==> src/common/stsc_pkg.sv <==
// Contract
// one standby enable bit per input
// standby inputs use standby settings only
// zero averages samples, one sums them
// host uses summation with care
// three-bit code selects power-of-two sample count
// all samples of one channel consecutively
// two-bit code sets single sample duration
// two-bit code sets sensing cycle period
// sample at cycle start, then low power
// cycle stretches when sampling runs longer
// three-bit code selects delta multiplier
// multiplier scales delta before comparison
// delta msb is 64 to 8192 counts
// seven-bit standby threshold, touch when exceeded
// unused gain bits read zero
package stsc_pkg;

  // register offsets
  localparam logic [7:0] OFS_INPUT_ENABLE = 8'h40;
  localparam logic [7:0] OFS_SAMPLING_SETUP = 8'h41;
  localparam logic [7:0] OFS_GAIN_SELECT = 8'h42;
  localparam logic [7:0] OFS_THRESHOLD = 8'h43;
  localparam logic [7:0] OFS_TOUCH_STATUS = 8'h44;
  localparam logic [7:0] OFS_LAST_DELTA = 8'h45;

  // reset values
  localparam logic [7:0] RST_INPUT_ENABLE = 8'h00;
  localparam logic [7:0] RST_SAMPLING_SETUP = 8'h39;
  localparam logic [7:0] RST_GAIN_SELECT = 8'h02;
  localparam logic [6:0] RST_THRESHOLD = 7'h40;

  // field positions of the sampling setup and gain registers, read masks
  localparam int POS_ACCUMULATE_SELECT = 7;
  localparam int POS_SAMPLE_COUNT = 4;
  localparam int POS_SAMPLE_DURATION = 2;
  localparam int POS_CYCLE_PERIOD = 0;
  localparam int POS_GAIN = 0;
  localparam logic [7:0] GAIN_MASK = 8'h07;
  localparam logic [7:0] THRESHOLD_MASK = 8'h7f;

  // timing: code 0 of each field; higher codes are multiples
  localparam int CLK_MHZ = 250;
  localparam int SAMPLE_TIME_BASE_US = 320;
  localparam int CYCLE_TIME_BASE_MS = 35;
  localparam int SAMPLE_BASE_CYCLES = SAMPLE_TIME_BASE_US * CLK_MHZ;
  localparam int CYCLE_BASE_CYCLES = CYCLE_TIME_BASE_MS * 1000 * CLK_MHZ;

  // widths
  localparam int RAW_W = 16;
  localparam int ACC_W = 24;

  typedef enum logic [3:0] {
    ST_IDLE = 4'h1,
    ST_SAMPLE = 4'h2,
    ST_EVAL = 4'h4,
    ST_SLEEP = 4'h8
  } stsc_state_e;

endpackage

==> src/hw/stsc_delta_eval.sv <==
// delta count scaling and threshold compare for one measurement
`timescale 1ns/10ps
module stsc_delta_eval (
  // measurement
  input wire logic signed [stsc_pkg::ACC_W-1:0] acc_i,
  // settings
  input wire logic accumulate_select_i,
  input wire logic [2:0] standby_sample_count_i,
  input wire logic [2:0] standby_gain_i,
  input wire logic [6:0] threshold_i,
  // result
  output logic [7:0] delta_o,
  output logic touch_o
);

  logic signed [stsc_pkg::ACC_W-1:0] combined;
  logic signed [stsc_pkg::ACC_W-1:0] scaled;

  always_comb begin
    // mean is the total shifted by the power-of-two count
    if (accumulate_select_i) begin
      combined = acc_i;
    end else begin
      combined = acc_i >>> standby_sample_count_i;
    end
    // gain code 0 keeps 64 raw counts on bit 6, code 7 needs 8192
    scaled = combined >>> standby_gain_i;
    if (accumulate_select_i) begin
      // totals wrap into the delta count, as a large touch would
      delta_o = scaled[7:0];
    end else if (scaled > 24'sh00_007f) begin
      delta_o = 8'h7f;
    end else if (scaled < -24'sh00_0080) begin
      delta_o = 8'h80;
    end else begin
      delta_o = scaled[7:0];
    end
    touch_o = $signed(delta_o) > $signed({1'b0, threshold_i});
  end

endmodule

==> src/hw/stsc_top.sv <==
// standby touch sensing sequencer with its configuration registers
`timescale 1ns/10ps
module stsc_top #(
  parameter int SAMPLE_BASE_CYCLES = stsc_pkg::SAMPLE_BASE_CYCLES,
  parameter int CYCLE_BASE_CYCLES = stsc_pkg::CYCLE_BASE_CYCLES
) (
  // clock and reset
  input wire logic sys_clk_i,
  input wire logic reset_i,
  // register port
  input wire logic [7:0] reg_addr_i,
  input wire logic [7:0] reg_wdata_i,
  input wire logic reg_write_i,
  input wire logic reg_read_i,
  output logic [7:0] reg_rdata_o,
  // power state
  input wire logic standby_i,
  output logic low_power_o,
  // sensor front end
  output logic sample_start_o,
  output logic [2:0] sense_channel_o,
  input wire logic signed [stsc_pkg::RAW_W-1:0] sample_value_i,
  // results
  output logic [7:0] touch_status_o
);

  typedef struct packed {
    logic [7:0] input_enable;
    logic [7:0] sampling_setup;
    logic [2:0] gain;
    logic [6:0] threshold;
    stsc_pkg::stsc_state_e state;
    logic [2:0] chan;
    logic [7:0] samp_cnt;
    logic [31:0] samp_timer;
    logic [31:0] cycle_timer;
    logic signed [stsc_pkg::ACC_W-1:0] acc;
    logic [7:0] touch;
    logic [7:0] last_delta;
    logic [7:0] rdata;
    logic low_power;
    logic sample_start;
  } stsc_regs_s;

  localparam stsc_regs_s REGS_RESET = '{
    input_enable: stsc_pkg::RST_INPUT_ENABLE,
    sampling_setup: stsc_pkg::RST_SAMPLING_SETUP,
    gain: stsc_pkg::RST_GAIN_SELECT[2:0],
    threshold: stsc_pkg::RST_THRESHOLD,
    state: stsc_pkg::ST_IDLE,
    chan: 3'h0,
    samp_cnt: 8'h00,
    samp_timer: 32'h0000_0000,
    cycle_timer: 32'h0000_0000,
    acc: '0,
    touch: 8'h00,
    last_delta: 8'h00,
    rdata: 8'h00,
    low_power: 1'b0,
    sample_start: 1'b0
  };

  stsc_regs_s regs_reg;
  stsc_regs_s regs_next;

  // decoded settings
  logic accumulate_select;
  logic [2:0] standby_sample_count;
  logic [1:0] standby_sample_duration;
  logic [1:0] standby_cycle_period;
  logic [7:0] samples_needed;
  logic [31:0] sample_cycles;
  logic [31:0] cycle_cycles;
  logic [7:0] eval_delta;
  logic eval_touch;

  assign accumulate_select = regs_reg.sampling_setup[stsc_pkg::POS_ACCUMULATE_SELECT];
  assign standby_sample_count = regs_reg.sampling_setup[stsc_pkg::POS_SAMPLE_COUNT +: 3];
  assign standby_sample_duration = regs_reg.sampling_setup[stsc_pkg::POS_SAMPLE_DURATION +: 2];
  assign standby_cycle_period = regs_reg.sampling_setup[stsc_pkg::POS_CYCLE_PERIOD +: 2];
  assign samples_needed = 8'h01 << standby_sample_count;
  assign sample_cycles = 32'(SAMPLE_BASE_CYCLES) << standby_sample_duration;
  assign cycle_cycles = 32'(CYCLE_BASE_CYCLES) * {30'h0000_0000, standby_cycle_period}
    + 32'(CYCLE_BASE_CYCLES);

  // lowest enabled channel at or above start; bit 3 flags a hit
  function automatic logic [3:0] find_enabled(input logic [7:0] en, input logic [3:0] start);
    logic [3:0] res;
    res = 4'h0;
    for (int i = 7; i >= 0; i--) begin
      if (en[i] && (4'(i) >= start)) begin
        res = {1'b1, 3'(i)};
      end
    end
    return res;
  endfunction

  stsc_delta_eval u_eval (
    .acc_i(regs_reg.acc),
    .accumulate_select_i(accumulate_select),
    .standby_sample_count_i(standby_sample_count),
    .standby_gain_i(regs_reg.gain),
    .threshold_i(regs_reg.threshold),
    .delta_o(eval_delta),
    .touch_o(eval_touch)
  );

  always_comb begin
    logic [3:0] hit;
    hit = 4'h0;
    regs_next = regs_reg;
    regs_next.sample_start = 1'b0;
    regs_next.rdata = 8'h00;

    // register writes
    if (reg_write_i) begin
      case (reg_addr_i)
        stsc_pkg::OFS_INPUT_ENABLE: begin
          regs_next.input_enable = reg_wdata_i;
        end
        stsc_pkg::OFS_SAMPLING_SETUP: begin
          regs_next.sampling_setup = reg_wdata_i;
        end
        stsc_pkg::OFS_GAIN_SELECT: begin
          regs_next.gain = reg_wdata_i[stsc_pkg::POS_GAIN +: 3];
        end
        stsc_pkg::OFS_THRESHOLD: begin
          regs_next.threshold = reg_wdata_i[6:0];
        end
        default: begin
        end
      endcase
    end

    // register reads, data in the following cycle only
    if (reg_read_i) begin
      case (reg_addr_i)
        stsc_pkg::OFS_INPUT_ENABLE: begin
          regs_next.rdata = regs_reg.input_enable;
        end
        stsc_pkg::OFS_SAMPLING_SETUP: begin
          regs_next.rdata = regs_reg.sampling_setup;
        end
        stsc_pkg::OFS_GAIN_SELECT: begin
          regs_next.rdata = {5'h00, regs_reg.gain} & stsc_pkg::GAIN_MASK;
        end
        stsc_pkg::OFS_THRESHOLD: begin
          regs_next.rdata = {1'b0, regs_reg.threshold} & stsc_pkg::THRESHOLD_MASK;
        end
        stsc_pkg::OFS_TOUCH_STATUS: begin
          regs_next.rdata = regs_reg.touch;
        end
        stsc_pkg::OFS_LAST_DELTA: begin
          regs_next.rdata = regs_reg.last_delta;
        end
        default: begin
          regs_next.rdata = 8'h00;
        end
      endcase
    end

    // sequencer
    regs_next.cycle_timer = regs_reg.cycle_timer + 32'h0000_0001;
    case (regs_reg.state)
      stsc_pkg::ST_IDLE: begin
        regs_next.low_power = 1'b0;
        // the idle cycle is the first cycle of the new period
        regs_next.cycle_timer = 32'h0000_0001;
        if (standby_i) begin
          // a new cycle opens by sampling every enabled input
          hit = find_enabled(regs_reg.input_enable, 4'h0);
          regs_next.acc = '0;
          regs_next.samp_cnt = 8'h00;
          regs_next.samp_timer = sample_cycles - 32'h0000_0001;
          if (hit[3]) begin
            regs_next.chan = hit[2:0];
            regs_next.state = stsc_pkg::ST_SAMPLE;
            regs_next.sample_start = 1'b1;
          end else begin
            regs_next.state = stsc_pkg::ST_SLEEP;
            regs_next.low_power = 1'b1;
          end
        end
      end
      stsc_pkg::ST_SAMPLE: begin
        if (regs_reg.samp_timer != 32'h0000_0000) begin
          regs_next.samp_timer = regs_reg.samp_timer - 32'h0000_0001;
        end else begin
          regs_next.acc = regs_reg.acc + stsc_pkg::ACC_W'(sample_value_i);
          regs_next.samp_cnt = regs_reg.samp_cnt + 8'h01;
          if (regs_reg.samp_cnt + 8'h01 == samples_needed) begin
            regs_next.state = stsc_pkg::ST_EVAL;
          end else begin
            // next sample stays on the same channel
            regs_next.samp_timer = sample_cycles - 32'h0000_0001;
            regs_next.sample_start = 1'b1;
          end
        end
      end
      stsc_pkg::ST_EVAL: begin
        // standby threshold, count, gain and accumulate select only
        regs_next.last_delta = eval_delta;
        regs_next.touch[regs_reg.chan] = eval_touch;
        regs_next.acc = '0;
        regs_next.samp_cnt = 8'h00;
        regs_next.samp_timer = sample_cycles - 32'h0000_0001;
        hit = find_enabled(regs_reg.input_enable, {1'b0, regs_reg.chan} + 4'h1);
        if (hit[3]) begin
          regs_next.chan = hit[2:0];
          regs_next.state = stsc_pkg::ST_SAMPLE;
          regs_next.sample_start = 1'b1;
        end else begin
          regs_next.state = stsc_pkg::ST_SLEEP;
          regs_next.low_power = 1'b1;
        end
      end
      stsc_pkg::ST_SLEEP: begin
        // an overrun cycle ends at once, so sampling stretches it
        if (regs_reg.cycle_timer >= cycle_cycles - 32'h0000_0001) begin
          regs_next.low_power = 1'b0;
          regs_next.state = stsc_pkg::ST_IDLE;
        end
      end
      default: begin
        regs_next.state = stsc_pkg::ST_IDLE;
        regs_next.low_power = 1'b0;
      end
    endcase

    // leaving standby aborts the cycle
    if (!standby_i) begin
      regs_next.state = stsc_pkg::ST_IDLE;
      regs_next.low_power = 1'b0;
      regs_next.sample_start = 1'b0;
    end
  end

  always_ff @(posedge sys_clk_i or posedge reset_i) begin
    if (reset_i) begin
      regs_reg <= REGS_RESET;
    end else begin
      regs_reg <= regs_next;
    end
  end

  assign reg_rdata_o = regs_reg.rdata;
  assign low_power_o = regs_reg.low_power;
  assign sample_start_o = regs_reg.sample_start;
  assign sense_channel_o = regs_reg.chan;
  assign touch_status_o = regs_reg.touch;

endmodule

==> config.mk <==
export PLATFORM = sky130hd
export DESIGN_NAME = stsc_top
export DESIGN_NICKNAME = d
export VERILOG_FILES = /design/src/common/stsc_pkg.sv /design/src/hw/stsc_delta_eval.sv /design/src/hw/stsc_top.sv
export SDC_FILE = /design/constraint.sdc
export NUM_CORES = 1
export LEC_CHECK = 0
export ABC_AREA = 1
export CAP_MARGIN = 0
export CORE_MARGIN = 10
export CORE_UTILIZATION = 55
export DETAILED_ROUTE_END_ITERATION = 8
export DONT_BUFFER_PORTS = 1
export PLACE_DENSITY_LB_ADDON = 0.3
export SKIP_CTS_REPAIR_TIMING = 1
export SLEW_MARGIN = 20
export SYNTH_ARGS = -nofsm -noshare
export SYNTH_HDL_FRONTEND = slang
export SYNTH_SLANG_ARGS = --single-unit
==> constraint.sdc <==
create_clock -name sys_clk_i -period 6 [get_ports sys_clk_i]
set_input_delay 1.2 -clock sys_clk_i [delete_from_list [all_inputs] [get_ports sys_clk_i]]
set_output_delay 1.2 -clock sys_clk_i [all_outputs]
set_load 0.05 [all_outputs]
Word-level counts from Yosys, hierarchy flattened. Index checks and enable logic that the tools add are counted. W data, S select, Z words.

Bitwise logic cells: 0. Muxes and demuxes: 57. Shifts and indexed selects: 4. Order comparisons: 14. Reduce and logical (&&, ||, !) cells: 21. $mul: 1. Divide/modulo/power cells: 0. Equal/unequal tests: 21. Add/sub/neg operators: 8.

Operator list (number): $pmux W40 S3 (1); $mux W4 (25); $mux W32 (3); $mux W24 (3); $pmux W24 S3 (1); $sub A32 B1 Y32 const B (2); $eq A8 B7 Y1 const B (6); $pmux W8 S6 (1); $sshr A24 B3 Y24 (2); $mux W47 (1); $mux W8 (5); $add A32 B1 Y32 const B (1); $ge A32 B32 Y1 (1); $reduce_bool A32 Y1 (1); $shl A17 B2 Y32 const A (1); $sub A27 B1 Y28 const B (1); $add A26 B24 Y27 const B (1); $add A24 B16 Y24 (1); $gt A24 B8 Y1 const B (1); $lt A24 B8 Y1 const B (1); $mul A20 B2 Y22 const A (1); $ge A3 B4 Y1 const A (4); $pmux W4 S4 (1); $ne A3 B3 Y1 const B (5); other kinds (28) (56).

Latch bits: 0. Output and inout port bits: 21. Word-level logic and storage cells: 141. RAM bits: 0. Memories: 0. Register bits after elaboration: 155. Bits in read-only memories: 0.

Logic depth before layout (Yosys ltp).
Depth after elaboration: 15. Gate-level depth with buffers: 33.

Modules after synthesis. A second synthesis with hierarchy kept.

Cell total of the unflattened synthesis: 2043. Area, all modules: 13481.7 um^2.

By module, submodules not included: stsc_top (times used 1, cells an instance 1518, area each 10844.2 um^2, sequential area each 3887.5 um^2); stsc_delta_eval (times used 1, cells an instance 525, area each 2637.5 um^2, sequential area each 0.0 um^2).

Least setup slack after synthesis. No wires, ideal clock.

Path type: register to register. Start: register regs_reg[143] (netlist name). End: register regs_reg, in the netlist touch_status_o[0]. Data arrival time: 3.175 ns. Cell stages (with the launch flop): 27. Period minus slack after synthesis: 3.307 ns. Path slack: 2.693 ns. Buffers on the path: 3. Library setup time: 0.133 ns. Required time: 5.867 ns. Cell sequence: dfstp_2 > buf_2 > inv_2 > buf_4 > buf_6 > nand2_1 > nand3_1 > nand3_1 > nand2_1 > nand3_1 > nand2_1 > nand2_1 > nand2_1 > o21ai_0 > nand3b_1 > nor2_1 > nand2_1 > nand2_2 > nand2_1 > ha_1 > a21oi_1 > a21oi_1 > a211o_1 > a21oi_1 > nor2_1 > nand2_1 > a31oi_1.

Longest elaborated chain between the ends: 9. Elaborated cells between the ends (all ways): 10. Classes of those cells: order compare: 3; shift: 2; mux: 5.

RTL lines: start, declared (RTL line stsc_top.sv:63) `stsc_regs_s regs_reg;`; start signal, assigned (RTL line stsc_top.sv:242) `regs_reg <= regs_next;`; $sshr A24 B3 Y24 (*) (RTL line stsc_delta_eval.sv:24) `combined = acc_i >>> standby_sample_count_i;`; $mux W24 (*) (RTL line stsc_delta_eval.sv:21) `if (accumulate_select_i) begin`; $sshr A24 B3 Y24 (*) (RTL line stsc_delta_eval.sv:27) `scaled = combined >>> standby_gain_i;`; $lt A24 B8 Y1 (RTL line stsc_delta_eval.sv:33) `end else if (scaled < -24'sh00_0080) begin`; $mux W8 (RTL line stsc_delta_eval.sv:33); $mux W8 (RTL line stsc_delta_eval.sv:31) `end else if (scaled > 24'sh00_007f) begin`; $mux W8 (*) (RTL line stsc_delta_eval.sv:28) `if (accumulate_select_i) begin`; via eval_delta[3] (RTL line stsc_top.sv:74) `logic [7:0] eval_delta;`; $gt A8 B8 Y1 (*) (RTL line stsc_delta_eval.sv:38) `touch_o = $signed(delta_o) > $signed({1'b0, threshold_i});`; $bwmux W8 (*) (RTL line stsc_top.sv:203) `regs_next.touch[regs_reg.chan] = eval_touch;`.

The timed path passes the listed nets; every way through them passes the cells marked *. A chain may end at the register's enable or synchronous reset.

Worst setup path in the final report.
Start: register regs_reg, in the netlist accumulate_select. End: register regs_reg, in the netlist touch_status_o[1].

Longest elaborated chain between the ends: 8. Elaborated cells between the ends (all ways): 9. Classes of those cells: order compare: 3; shift: 1; mux: 5.

RTL lines (RTL line): $mux W24 (stsc_delta_eval.sv:21); $sshr A24 B3 Y24 (stsc_delta_eval.sv:27); $lt A24 B8 Y1 (stsc_delta_eval.sv:33); $mux W8 (stsc_delta_eval.sv:33); $mux W8 (stsc_delta_eval.sv:31); $mux W8 (*) (stsc_delta_eval.sv:28); via eval_delta[1] (stsc_top.sv:74); $gt A8 B8 Y1 (*) (stsc_delta_eval.sv:38); $bwmux W8 (*) (stsc_top.sv:203).

Marks and branches as above.

==> summary.md <==
| Metric | Value |
|---|---|
| Syn-to-layout area delta | 4.59% |
| Avg Cell Area, Syn | slightly below 7 sq um |
| Nets@finish | between 1.5k and 2k |
| Fin Clk Skew | 12.7 ps |
| Initial antenna violation count | 0 |
| First-pass GRT wire length | 55000 um |
| Initial core utilization | 0.561 |
| Cts bufs inserted | 17 |
| Total of max-cap violations | 0 |
| Max Slew Vio Count | 0 |
| Beginning of the worst hold path | regs_reg[50] |
| PortBufs | 0 |
| P_sw | 1.49 mW |
| Internal | 2.05 mW |
| R2R depth | 23 |
| Latest clock arrival within the worst-skew pair | between 400 and 500 ps |
| GRT Total Usage | 0.227 |
| Status | finished clean |
| Sequential fraction of design power | 0.371 |
| Slew margin rel. | 0.297 |
| Post-synthesis cell type count | 60 |
| Yosys warnings | 0 |
| RR Endpoint | touch_status_o[1] |
| Clock transition at the registers of the reported paths | 80 ps |
| Max FFs per register | 133 |
| CTS tree | done |
| Dpl cells | 2011 |
| Clk buf depth | 2 |
| Area after DPL | 0.0122 sq mm |
| Fillers | 2088 |
| Top routing layer in use | met4 |
| Switching Share | 0.421 |
| Most area-consuming cells after synthesis | dfrtp_1, nand2_1, nand3_1 |
| Non-filler instance count after layout | ~2k |
| Worst hold endpoint | regs_reg[50] |
| Post-route cell area | roughly 0.013 sq mm |
| Multi-input logic area | 0.00724 sq mm |
| Fin Setup TNS | 0 ps |
| WL met3 | about 1600 um |
| DRC | 0 |
| DR WL met2 | approximately 16000 um |
| Final Cycle Share | 0.745 |
| Avg WL per Cell | 16.1 um |
| Setup slack, reg-to-reg | 1530 ps |
| Die area | 0.0287 sq mm |
| Cell count after synthesis | about 1.8k |
| Synthesized cell area | 0.0123 sq mm |
| Final ANT Viol Nets | 0 |
| Vias in the first global route | 11.5k |
| Final worst slack | about 1500 ps |
| Clock sinks | 155 |
| Detailed-route via count | 11.9k |
| Clock power frac | 0.316 |
| Largest net degree at the start of global routing | 99 |
| RR Startpoint | accumulate_select |
| Chip width | 169 um |
| Starting DRT DRC Count | 1055 |
| Ant. Diodes | 0 |
| CP Class | reg -> reg |
| WL met1 | 14600 um |
| Final hold violations | 0 |
| Crit path arrival time | 4820 ps |
| Pre-antenna DRT Iters | 6 |
| Min Tclk post-route | 4470 ps |
| Leakage | 6.10 nW |
| Area fraction of the dominant cell type after synthesis | 0.302 |
| Fraction of layout cells with a size suffix above 1 | 0.0488 |
| Overflow after GRT | 0 |
| DRT Wirelength | roughly 33000 um |
| Worst hold stages | 1 |
| Chip height | ~170 um |
| Pre-CTS setup slack | around 1600 ps |
| RSZ-0062 raised after global routing | no |
| Final setup violation count | 0 |
| Pwr dens | 275 mW/mm^2 |
| Fmax | around 220 MHz |
| Worst Tran Pin Value | 1050 ps |
| Core box area | 0.0219 sq mm |
| FP Rows | 54 |
| Worst Path Required | 6340 ps |
| CP Capture Type | register |
| Crit path launch type | register |
| Worst VDD drop | 173 uV |
| Post-synth top area cell | dfrtp_1 |
| Combinational power share | 0.314 |
| Worst-path maximum fanout | 27 |
| Net Count, Synth | 1909 |
| DP HPWL | 24500 um |
| Synthesized flop and latch total | 155 |
| Clock Tree Root | clkbuf_16 |
| Sequential cell area | just under 0.004 sq mm |
| H-tree Lvls | 4 |
| Placer Congestion | 0.938 |
| Number of I/O pins | 58 |
| Number of vias per cell | between 5 and 6 |
| Post-synthesis sequential area ratio | 0.317 |
| Worst Hold Class | reg -> reg |
==> power groups by stage <==
stage	clock [mW]	combinational, mW	sequential (mW)
2_1_floorplan	0	0.955	1.24
3_3_place_gp	0	1.06	1.32
3_5_place_dp	0	1.09	1.32
4_1_cts	1.13	1.10	1.31
5_1_grt	1.17	1.25	1.33
6_report	1.12	1.11	1.31
==> critical path, cell delays in order (launching register included) <==
cell and delay [ps]:
dfrtp_1 750, nor2_2 620, inv_1 200, nand2_1 170
nand2_1 90, nand3_1 100, nand3_1 120, and2_1 220
o21ai_0 200, nand3b_1 130, nor2_1 120, nand2_1 70
nand2_2 120, nand2_1 100, ha_1 280, inv_1 50
o21bai_1 110, nand3_1 80, a21oi_1 140, a211o_1 110
a21oi_1 50, nor2_1 170, nand2_1 190, o21ai_0 210
==> through the flow <==
| stage | power [mW] | hold slack [ps] | util |
|---|---|---|---|
| 6_report | 3.53 | 479 | 0.587 |
| 5_1_grt | 3.75 | 504 | 0.587 |
| 4_1_cts | 3.53 | 484 | 0.587 |
| 3_5_place_dp | 2.41 | 471 | 0.559 |
| 3_3_place_gp | 2.38 | 465 | 0.559 |
| 2_1_floorplan | 2.20 | 438 | - |
==> worst max path at each step <==
stage | start | slack (ps) | end | cells past startpoint
detailed placement | accumulate_select | 1560 | touch_status_o[1] | 23
CTS | accumulate_select | 1580 | touch_status_o[1] | 23
global placement | regs_reg[144] | 1840 | touch_status_o[0] | 24
finish | accumulate_select | 1530 | touch_status_o[1] | 23
floorplan | reset_i | 630 | accumulate_select | 1
global route | accumulate_select | 1030 | touch_status_o[1] | 23
==> cell families after synthesis <==
| group | count (synthesis) | share of synthesized area |
|---|---|---|
| adders and majority gates | 70 | 0.0719 |
| muxes | 1 | 0.000815 |
| AOI/OAI and AO/OA | 313 | 0.149 |
| and+or+nand+nor | 946 | 0.334 |
| DFF | 155 | 0.317 |
| other | 1 | 0.000305 |
| xor gates and xnor gates | 48 | 0.0342 |
| buffers and inverters | 268 | 0.0935 |
==> cell type report <==
| cell class | count | share of cell area |
|---|---|---|
| multi-input combinational | 1379 | 0.564 |
| sequential | 155 | 0.303 |
| inverter | 193 | 0.0568 |
| clock buffer | 17 | 0.0331 |
| tap | 280 | 0.0273 |
| clock inverter | 15 | 0.0137 |
| timing repair buffer | 4 | 0.00234 |
==> layout by cell type, fill, tap and decap left out, drive strengths merged, types with 4 or more instances in the layout <==
| cell type | Yosys | routed |
|---|---|---|
| a211oi | 4 | 4 |
| a21oi | 92 | 92 |
| a221oi | 5 | 5 |
| a31oi | 4 | 4 |
| buf | 49 | 4 |
| clkbuf | 26 | 17 |
| clkinv | 3 | 6 |
| dfrtp | 148 | 148 |
| dfstp | 7 | 7 |
| ha | 69 | 69 |
| inv | 190 | 198 |
| nand2 | 498 | 498 |
| nand3 | 195 | 195 |
| nand4 | 33 | 33 |
| nor2 | 149 | 149 |
| nor3 | 48 | 48 |
| nor4 | 12 | 12 |
| o211ai | 8 | 8 |
| o21a | 4 | 4 |
| o21ai | 141 | 141 |
| o221ai | 7 | 7 |
| o22ai | 17 | 17 |
| o31ai | 9 | 9 |
| or2 | 4 | 4 |
| xnor2 | 13 | 13 |
| xor2 | 35 | 35 |
==> cells in the mapped netlist, drive strengths merged <==
cell     instances
ha              69
buf             49
dfrtp          148
a2111oi          3
clkinv           3
o221ai           7
nor2           149
a221oi           5
o21ai          141
nand3b           3
and3             1
xnor2           13
o21bai           3
a311oi           1
dfstp            7
or2              4
o211ai           8
o32ai            1
a211oi           4
clkbuf          26
a21o             3
o22ai           17
conb             1
nor3b            2
o21a             4
nor4            12
fa               1
inv            190
a31oi            4
o31ai            9
nand4           33
xor2            35
nand3          195
a41oi            1
a22o             1
nand2          498
nor3            48
a31o             2
a211o            2
a21oi           92
o31a             1
and2             1
a22oi            3
mux2i            1
a32o             1
==> layer usage <==
metal  vias to the layer above  GRT usage
li1                       5910          -
met1                      5551      0.291
met2                       364      0.383
met3                        59     0.0333
met4                         0     0.0792
met5                         -          0
Note: power is estimated with default switching activity, not from simulation.
